<file path="src/sctc_regs.vh">
/*
  Register offsets, field positions, reset values and timing counts of the
  switched-capacitance touch counter.
  Assumes an 8-bit register port addressed by the full 16-bit offset.
*/
`ifndef SCTC_REGS_VH
`define SCTC_REGS_VH

// Register offsets.
`define SCTC_OFS_CFG_A 16'ha008
`define SCTC_OFS_CFG_B 16'ha009
`define SCTC_OFS_CMD 16'ha00a
`define SCTC_OFS_CNT_LO 16'ha00b
`define SCTC_OFS_CNT_HI 16'ha00c
// Interrupt status and mask, placed just above the documented map.
`define SCTC_OFS_IRQ_STAT 16'ha00d
`define SCTC_OFS_IRQ_MASK 16'ha00e

// Reset value shared by every register.
`define SCTC_RST_BYTE 8'h00

// Configuration A fields.
`define SCTC_A_ENABLE 7
`define SCTC_A_RANDOM 6
`define SCTC_A_REFERENCE_SELECT 5
`define SCTC_A_THSEL 4
// Configuration B fields.
`define SCTC_B_PADEN 7
// Command register fields.
`define SCTC_C_IRQEN 7
`define SCTC_C_AUTO_SCALE_SHIFT 4
`define SCTC_C_DONE 1
`define SCTC_C_BUSY 0

// Zeroing time of the integration capacitor, in clock cycles.
`define SCTC_ZERO_BASE 12'd4
`define SCTC_ZERO_STEP 12'd128
`define SCTC_ZERO_TAIL 12'd2
`endif

</file>
<file path="src/sctc_touch_counter.v">
/*
  Sequencer of the switched-capacitance touch-key converter: register file,
  zeroing, charge-and-dump loop, comparator filter, repeat accumulation and
  the done interrupt.
  Assumes the analog comparator output is asynchronous to sys_clk and that
  the switch controls are sampled by the analog front end directly.
*/
// Operation
// RL1: Software start command begins every conversion; here only the first of a repeat sequence.
// RL2: Short integration capacitor, then release before transfer.
// RL3: Charge, dump, and count every cycle.
// RL4: Filtered threshold ends detection, stores count.
// RL5: Completion raises the shared touch interrupt.
// RL6: Threshold bit picks three-quarter or half.
// RL7: Each phase lasts base time plus one; zeroing here lasts zero_len plus one instead.
// RL8: Filter needs last N samples all ones.
// RL9: Reference bit picks core or main supply.
// RL10: Repeat field accumulates 1, 2, 4, 8 conversions.
// RL11: Done flag stays set until software clears.
// RL12: Start command clears the accumulated count.
// RL13: Count registers hold total after completion.
// RL14: Converter timed from the system oscillator clock.
// RL15: Command bit zero reads busy during sequence.
// RL16: Request only when enable and flag set; masked status bits also raise it here.
// RL17: Count is 18 bits, MSBs in command.
`timescale 1ns/100ps
`include "sctc_regs.vh"

module sctc_touch_counter
(
  // Clock and reset.
  input wire sys_clk,
  input wire rst_n,
  // Register port.
  input wire [15:0] reg_addr,
  input wire [7:0] reg_wdata,
  input wire reg_wr,
  input wire reg_rd,
  output reg [7:0] reg_rdata,
  // Analog front end.
  input wire comp_out,
  output reg zero_sw,
  output reg charge_sw,
  output reg dump_sw,
  output wire threshold_half,
  output wire reference_main,
  output wire converter_enable,
  output wire pad_drive_enable,
  // Interrupt.
  output wire irq
);

  // Sequencer states.
  localparam ST_IDLE = 3'd0;
  localparam ST_ZERO = 3'd1;
  localparam ST_CHARGE = 3'd2;
  localparam ST_DUMP = 3'd3;
  localparam ST_DONE = 3'd4;

  // Software-visible registers.
  reg [7:0] cfg_a_r; // Enable, random, reference, threshold, base time.
  reg [7:0] cfg_b_r; // Pad enable, zero length, filter length.
  reg done_irq_enable_r; // Done interrupt enable.
  reg auto_scale_shift_r; // Scale accumulated sum down by repeat count.
  reg [1:0] repeat_count_r; // Conversions per sequence, log2.
  reg done_flag_r; // Sticky completion flag.
  reg [17:0] cycle_count_r; // Published count.
  reg [1:0] irq_stat_r; // Sticky events: bit0 done, bit1 overflow.
  reg [1:0] irq_mask_r; // Mask of the same layout.

  // Sequencer state.
  reg [2:0] state_r;
  reg [2:0] state_nxt;
  reg [11:0] timer_r; // Phase timer.
  reg [17:0] accum_r; // Running accumulation of cycles.
  reg [3:0] conv_left_r; // Conversions still to run.
  reg ovf_r; // Accumulator saturated.

  // Comparator synchroniser and filter.
  reg [2:0] comp_sync_r;
  reg comp_stable_r;
  reg [3:0] filt_cnt_r;
  reg comp_filt_r;

  // Decoded strobes.
  wire wr_cfg_a = reg_wr && (reg_addr == `SCTC_OFS_CFG_A);
  wire wr_cfg_b = reg_wr && (reg_addr == `SCTC_OFS_CFG_B);
  wire wr_cmd = reg_wr && (reg_addr == `SCTC_OFS_CMD);
  wire wr_cnt_lo = reg_wr && (reg_addr == `SCTC_OFS_CNT_LO);
  wire wr_cnt_hi = reg_wr && (reg_addr == `SCTC_OFS_CNT_HI);
  wire wr_mask = reg_wr && (reg_addr == `SCTC_OFS_IRQ_MASK);
  wire rd_stat = reg_rd && (reg_addr == `SCTC_OFS_IRQ_STAT);
  wire busy = (state_r != ST_IDLE);
  // A start is taken only while enabled and idle; a start during busy is dropped.
  wire start_cmd = wr_cmd && reg_wdata[`SCTC_C_BUSY] && !busy && cfg_a_r[`SCTC_A_ENABLE]; // RL1
  wire [11:0] phase_len = {8'h00, cfg_a_r[3:0]}; // RL7
  wire [11:0] zero_len = `SCTC_ZERO_BASE + `SCTC_ZERO_STEP * {9'h000, cfg_b_r[6:4]}
    + `SCTC_ZERO_STEP + `SCTC_ZERO_TAIL;
  wire timer_end = (timer_r == 12'h000);
  wire conv_done = (state_r == ST_DUMP) && timer_end && comp_filt_r; // RL4
  wire seq_done = conv_done && (conv_left_r == 4'h1);
  wire [17:0] accum_inc = (accum_r == 18'h3ffff) ? accum_r : accum_r + 18'h00001;

  // Number of conversions for a repeat code.
  function [3:0] rep_total;
    input [1:0] code;
    begin
      rep_total = 4'h1 << code; // RL10
    end
  endfunction

  // Threshold and reference routing straight from configuration.
  assign threshold_half = cfg_a_r[`SCTC_A_THSEL]; // RL6
  assign reference_main = cfg_a_r[`SCTC_A_REFERENCE_SELECT]; // RL9
  assign converter_enable = cfg_a_r[`SCTC_A_ENABLE];
  assign pad_drive_enable = cfg_b_r[`SCTC_B_PADEN];
  // Request follows enable and flag; the extra sources join through the mask.
  assign irq = (done_irq_enable_r && done_flag_r) || |(irq_stat_r & irq_mask_r); // RL16

  // Comparator: three flops, a change counts when the last two agree.
  always @(posedge sys_clk)
  begin
    if (!rst_n)
    begin
      comp_sync_r <= 3'b000;
      comp_stable_r <= 1'b0;
    end
    else
    begin
      comp_sync_r <= {comp_sync_r[1:0], comp_out};
      if (comp_sync_r[1] == comp_sync_r[2])
      begin
        comp_stable_r <= comp_sync_r[2];
      end
    end
  end

  // Run-length filter: asserted once N consecutive samples were ones.
  always @(posedge sys_clk)
  begin
    if (!rst_n)
    begin
      filt_cnt_r <= 4'h0;
      comp_filt_r <= 1'b0;
    end
    else if (!comp_stable_r)
    begin
      filt_cnt_r <= 4'h0;
      comp_filt_r <= 1'b0;
    end
    else
    begin
      // Counter saturates so a long run keeps the output high.
      if (filt_cnt_r != 4'hf)
      begin
        filt_cnt_r <= filt_cnt_r + 4'h1;
      end
      comp_filt_r <= ({1'b0, filt_cnt_r} + 5'd1 >= {1'b0, cfg_b_r[3:0]}); // RL8
    end
  end

  // Sequencer next-state logic.
  always @*
  begin
    state_nxt = state_r;
    case (state_r)
      ST_IDLE:
      begin
        if (start_cmd)
        begin
          state_nxt = ST_ZERO;
        end
      end
      ST_ZERO:
      begin
        if (timer_end)
        begin
          state_nxt = ST_CHARGE; // RL2
        end
      end
      ST_CHARGE:
      begin
        if (timer_end)
        begin
          state_nxt = ST_DUMP;
        end
      end
      ST_DUMP:
      begin
        if (timer_end)
        begin
          if (seq_done)
          begin
            state_nxt = ST_DONE;
          end
          else if (conv_done)
          begin
            state_nxt = ST_ZERO;
          end
          else
          begin
            state_nxt = ST_CHARGE; // RL3
          end
        end
      end
      ST_DONE:
      begin
        state_nxt = ST_IDLE;
      end
      default:
      begin
        state_nxt = ST_IDLE;
      end
    endcase
    // Disabling the converter aborts any sequence.
    if (!cfg_a_r[`SCTC_A_ENABLE])
    begin
      state_nxt = ST_IDLE;
    end
  end

  // Sequencer registers, switches and accumulator.
  always @(posedge sys_clk)
  begin
    if (!rst_n)
    begin
      state_r <= ST_IDLE;
      timer_r <= 12'h000;
      accum_r <= 18'h00000;
      conv_left_r <= 4'h0;
      ovf_r <= 1'b0;
      zero_sw <= 1'b0;
      charge_sw <= 1'b0;
      dump_sw <= 1'b0;
    end
    else
    begin
      state_r <= state_nxt;
      // Timer reloads on every state entry, counting down to zero.
      if (state_nxt != state_r || (state_r == ST_DUMP && timer_end))
      begin
        timer_r <= (state_nxt == ST_ZERO) ? zero_len : phase_len; // RL7
      end
      else if (!timer_end)
      begin
        timer_r <= timer_r - 12'h001;
      end
      if (start_cmd)
      begin
        accum_r <= 18'h00000; // RL12
        // The repeat field is written together with the start bit, so take it from the bus.
        conv_left_r <= rep_total(reg_wdata[3:2]); // RL10
        ovf_r <= 1'b0;
      end
      else if (state_r == ST_DUMP && timer_end)
      begin
        accum_r <= accum_inc; // RL3
        if (accum_r == 18'h3ffff)
        begin
          ovf_r <= 1'b1;
        end
        if (conv_done)
        begin
          conv_left_r <= conv_left_r - 4'h1;
        end
      end
      // Switches are registered so they never glitch at the front end.
      zero_sw <= (state_nxt == ST_ZERO); // RL2
      charge_sw <= (state_nxt == ST_CHARGE); // RL3
      dump_sw <= (state_nxt == ST_DUMP);
    end
  end

  // Register writes, flags and published count.
  always @(posedge sys_clk)
  begin
    if (!rst_n)
    begin
      cfg_a_r <= `SCTC_RST_BYTE;
      cfg_b_r <= `SCTC_RST_BYTE;
      done_irq_enable_r <= 1'b0;
      auto_scale_shift_r <= 1'b0;
      repeat_count_r <= 2'b00;
      done_flag_r <= 1'b0;
      cycle_count_r <= 18'h00000;
      irq_stat_r <= 2'b00;
      irq_mask_r <= 2'b00;
    end
    else
    begin
      if (wr_cfg_a)
      begin
        cfg_a_r <= reg_wdata;
      end
      if (wr_cfg_b)
      begin
        cfg_b_r <= reg_wdata;
      end
      if (wr_mask)
      begin
        irq_mask_r <= reg_wdata[1:0];
      end
      if (wr_cmd)
      begin
        done_irq_enable_r <= reg_wdata[`SCTC_C_IRQEN];
        auto_scale_shift_r <= reg_wdata[`SCTC_C_AUTO_SCALE_SHIFT];
        repeat_count_r <= reg_wdata[3:2];
      end
      // Writing zero clears the flag; completion in the same cycle wins.
      if (state_r == ST_DONE)
      begin
        done_flag_r <= 1'b1; // RL11
      end
      else if (wr_cmd && !reg_wdata[`SCTC_C_DONE])
      begin
        done_flag_r <= 1'b0; // RL11
      end
      // Read clears status; new events in that cycle survive.
      irq_stat_r <= (rd_stat ? 2'b00 : irq_stat_r)
        | {(state_r == ST_DONE) && ovf_r, state_r == ST_DONE}; // RL5
      // Publish at completion; software may also preload the low bytes.
      if (start_cmd)
      begin
        cycle_count_r <= 18'h00000; // RL12
      end
      else if (state_r == ST_DONE)
      begin
        // Optional scaling divides by the number of repeats taken.
        cycle_count_r <= auto_scale_shift_r ? (accum_r >> repeat_count_r) : accum_r; // RL13
      end
      else if (wr_cnt_lo)
      begin
        cycle_count_r[7:0] <= reg_wdata;
      end
      else if (wr_cnt_hi)
      begin
        cycle_count_r[15:8] <= reg_wdata;
      end
    end
  end

  // Read data, one cycle after the strobe; unmapped reads give zero.
  always @(posedge sys_clk)
  begin
    if (!rst_n)
    begin
      reg_rdata <= 8'h00;
    end
    else if (!reg_rd)
    begin
      reg_rdata <= 8'h00;
    end
    else if (reg_addr == `SCTC_OFS_CFG_A)
    begin
      reg_rdata <= cfg_a_r;
    end
    else if (reg_addr == `SCTC_OFS_CFG_B)
    begin
      reg_rdata <= cfg_b_r;
    end
    else if (reg_addr == `SCTC_OFS_CMD)
    begin
      reg_rdata <= {done_irq_enable_r, cycle_count_r[17:16], auto_scale_shift_r,
        repeat_count_r, done_flag_r, busy}; // RL15 RL17
    end
    else if (reg_addr == `SCTC_OFS_CNT_LO)
    begin
      reg_rdata <= cycle_count_r[7:0]; // RL17
    end
    else if (reg_addr == `SCTC_OFS_CNT_HI)
    begin
      reg_rdata <= cycle_count_r[15:8];
    end
    else if (reg_addr == `SCTC_OFS_IRQ_STAT)
    begin
      reg_rdata <= {6'h00, irq_stat_r};
    end
    else if (reg_addr == `SCTC_OFS_IRQ_MASK)
    begin
      reg_rdata <= {6'h00, irq_mask_r};
    end
    else
    begin
      reg_rdata <= 8'h00;
    end
  end

  // Timing runs entirely on sys_clk, the oscillator or its divided form. RL14

endmodule // sctc_touch_counter

</file>
<file path="config.mk">
export PLATFORM = sky130hd
export DESIGN_NAME = sctc_touch_counter
export DESIGN_NICKNAME = d
export VERILOG_FILES = /design/src/sctc_touch_counter.v
export VERILOG_INCLUDE_DIRS = /design/src
export SDC_FILE = /design/constraint.sdc
export NUM_CORES = 1
export LEC_CHECK = 0
export BUFFER_PORTS_ARGS = -buffer_cell sky130_fd_sc_hd__buf_2
export CORE_ASPECT_RATIO = 1.5
export CORE_MARGIN = 10
export CORE_UTILIZATION = 40
export CTS_CLUSTER_DIAMETER = 80
export DETAILED_ROUTE_END_ITERATION = 8
export PLACE_DENSITY = 0.65
export SYNTH_ARGS = -nofsm -noshare
export SYNTH_HDL_FRONTEND = slang
export SYNTH_SLANG_ARGS = --single-unit
export TNS_END_PERCENT = 50
</file>
<file path="constraint.sdc">
create_clock -name sys_clk -period 2.7 [get_ports sys_clk]
set_clock_uncertainty 0.05 [all_clocks]
set_input_delay 0.135 -clock sys_clk [delete_from_list [all_inputs] [get_ports sys_clk]]
set_output_delay 0.135 -clock sys_clk [all_outputs]
set_load 0.05 [all_outputs]
</file>
==> flow_summary.json <==
{
  "avgSynthCellArea_sq_um": 8.69,
  "synth_top_family_by_area": "simple AND/OR/NAND/NOR gates",
  "synth.distinct_cells": 66,
  "final_cell_mix": "101 x dfxtp_1, 63 x nor2_1, 55 x a21oi_1",
  "p_int_mw": 2.57,
  "period_share": 0.954,
  "final_common_cell": "dfxtp_1",
  "worstPathArrival_ps": 2770,
  "worstMarginPinSlew_ps": 815,
  "holdWs_ps": 11.9,
  "synth_xor_area_frac": 0.0170,
  "leakage_nw": 2.52,
  "drtAntennaViolNets": 0,
  "synthMuxAreaShare": 0.117,
  "relSlewSlack": 0.456,
  "die_h_um": 166,
  "yosys.area_share.simple": 0.224,
  "fin_nets": 742,
  "cts_sinks": 101,
  "power_frac_clock": 0.351,
  "cp_max_fo": 10,
  "yosysSeqAreaShare": 0.357,
  "synth.top_cell.area_share": 0.357,
  "grt_max_degree": 38,
  "area_growth_pct": 16.1,
  "fmax_mhz": 388,
  "die_area_sq_mm": 0.0194,
  "pwr-share-seq": 0.426,
  "end_kind": "register",
  "max-clock-path-buffers": 2,
  "via_per_inst": 5.94,
  "antenna_found_initial": 0,
  "required_ps": 2890,
  "cts_tree": "done",
  "rsz0062_at_grt": "no",
  "fin_cells": 900,
  "finalSetupViolations": 0,
  "rows": 53,
  "ys.warnings.count": 0,
  "timing.rr.start": "timer_r[1]",
  "cts_buffers": 9,
  "synth-seq-cells": 101,
  "cellPowerDensity_mw_per_mm2": 569,
  "coreArea_sq_mm": 0.0140,
  "synth_compound_area_frac": 0.217,
  "r2r_cells": 7,
  "wl_per_cell_um": 18.9,
  "slew_violations": 0,
  "first_global_vias": 5349,
  "post_cts_resized": 0,
  "r2r_setup_slack_ps": 120,
  "gp_congestion": 0.946,
  "post-cts-setup-buffer-count": 0,
  "grt_use_total": 0.177,
  "synthArstFlopShare": 0,
  "tns_ps": 0,
  "combPwrFrac": 0.224,
  "n_antenna_cell": 0,
  "cts_htree_levels": 3,
  "drv_cap": 0,
  "via_count": 5342,
  "min_period_ps": 2580,
  "synth_edf_count": 0,
  "stdcell_area_sq_mm": 0.00658,
  "power_mw": 3.74,
  "regArea_sq_mm": 0.00202,
  "cts_root_buf": "clkbuf_16",
  "critPathLaunchType": "register",
  "yosys-top-cells-area": "dfxtp_1 36%, mux2i_1 7.8%, a21oi_1 4.9%",
  "yosysTopAreaCell": "dfxtp_1",
  "crit_end": "timer_r[7]",
  "vdd_drop_max_v": 0.000409,
  "wl_mm": 17.0,
  "crit_start": "timer_r[1]",
  "power.net_switching_mw": 1.17,
  "multi_input_area_sq_mm": 0.00340,
  "drc": 0,
  "switching_share": 0.314,
  "dpl-instance-area_sq_mm": 0.00627,
  "r2r-end": "timer_r[7]",
  "status": "finished clean",
  "synthAdderAreaFrac": 0.0221,
  "drt_iter0_markers": 408,
  "grt_overflow": 0,
  "die-width_um": 117,
  "ctsHoldBuffers": 0,
  "critPathKind": "register to register",
  "synthCells": 652,
  "clock_latency_ps": 360,
  "ys.flop_type": "dfxtp_1",
  "hold_class": "input port to register",
  "nFillCells": 1371,
  "layout-drive-gt1-share": 0.184,
  "dp.cells": 884,
  "portBuffers": 44,
  "boundaryPins": 45,
  "cts.clk_slew.worst_paths_ps": 70,
  "synthesis.area_sq_mm": 0.00567,
  "syn_nets": 691,
  "grt_pass1_wl_mm": 27.9,
  "hold_viol": 0,
  "start_util": 0.405,
  "dr.pass1.iters": 5,
  "hpwl_mm": 12.7
}
-- per-layer routing --
layer	up-vias	part of all wire	global-route usage	routed length (um)
li1	2558	-	-	-
met2	161	0.52	0.305	8780
met3	42	0.044	0.0217	742
met5	-	0	0	0
met1	2581	0.40	0.202	6760
met4	0	0.042	0.0971	712
-- critical path, cell delays in order (launching register included) --
cell and delay, ps:
dfxtp_1 310, inv_1 60, ha_1 150, or4b_4 520
or4_4 610, a2bb2oi_4 230, o32a_4 250, o41ai_1 270
-- logic make-up after synthesis --
group,after synthesis
multiplexers,54
AO/OA/AOI/OAI,174
XOR/XNOR,11
flip-flops,101
buffers and inverters,63
AND/OR/NAND/NOR,239
adder cells (fa/ha/maj),10
-- flip-flops by register name, indices dropped and copies added, names as in the netlist, 2 cells and up --
signal	flops
accum_r	18
cfg_a_r	8
cfg_b_r	8
comp_sync_r	3
conv_left_r	4
cycle_count_r	18
filt_cnt_r	4
irq_mask_r	2
irq_stat_r	2
reg_rdata	8
repeat_count_r	2
state_r	3
timer_r	12
-- power groups by stage --
stage | clock [mW] | sequential, mW | combinational [mW]
6_report | 1.31 | 1.59 | 0.837
5_1_grt | 1.38 | 1.60 | 0.912
4_1_cts | 1.34 | 1.59 | 0.811
3_5_place_dp | 0 | 1.63 | 0.803
3_3_place_gp | 0 | 1.63 | 0.804
2_1_floorplan | 0 | 1.63 | 0.494
-- how the worst min path moves through the flow --
| stage | start | to | cells past startpoint |
|---|---|---|---|
| floorplan | comp_out | comp_sync_r[0] | 1 |
| global placement | comp_sync_r[0] | comp_sync_r[1] | 1 |
| detailed placement | comp_sync_r[0] | comp_sync_r[1] | 1 |
| CTS | comp_out | comp_sync_r[0] | 2 |
| global route | comp_out | comp_sync_r[0] | 2 |
| finish | comp_out | comp_sync_r[0] | 2 |
-- cell type report --
type / count / area share
Clock inverter: 7 / 0.0116
Clock buffer: 9 / 0.0342
Inverter: 17 / 0.00970
Timing Repair Buffer: 86 / 0.0833
Sequential cell: 101 / 0.307
Tap cell: 192 / 0.0365
Multi-Input combinational cell: 488 / 0.517
-- metrics by stage --
step                 util  setup WS, ps
CTS                 0.469          20.0
finish              0.470           123
floorplan               -          88.7
global route        0.470          13.5
global placement    0.448          96.5
detailed placement  0.448          51.7
-- synth_stat cells (all sizes together) (3+ instances only) --
| library cell | instances |
|---|---|
| a211oi | 14 |
| a21boi | 3 |
| a21o | 5 |
| a21oi | 55 |
| a221o | 3 |
| a221oi | 3 |
| a22oi | 6 |
| a31o | 4 |
| a31oi | 5 |
| a32oi | 3 |
| and2 | 8 |
| and4 | 8 |
| buf | 7 |
| clkbuf | 39 |
| dfxtp | 101 |
| ha | 10 |
| inv | 17 |
| mux2i | 44 |
| mux4 | 10 |
| nand2 | 47 |
| nand2b | 10 |
| nand3 | 14 |
| nand4 | 11 |
| nor2 | 63 |
| nor2b | 10 |
| nor3 | 20 |
| nor3b | 11 |
| nor4 | 5 |
| o2111ai | 4 |
| o211ai | 4 |
| o21ai | 21 |
| o221ai | 3 |
| o31ai | 18 |
| o32ai | 3 |
| o41ai | 4 |
| or2 | 3 |
| or3 | 4 |
| or4 | 18 |
| xnor2 | 6 |
| xor2 | 5 |
(Power assumes the default switching activity.)
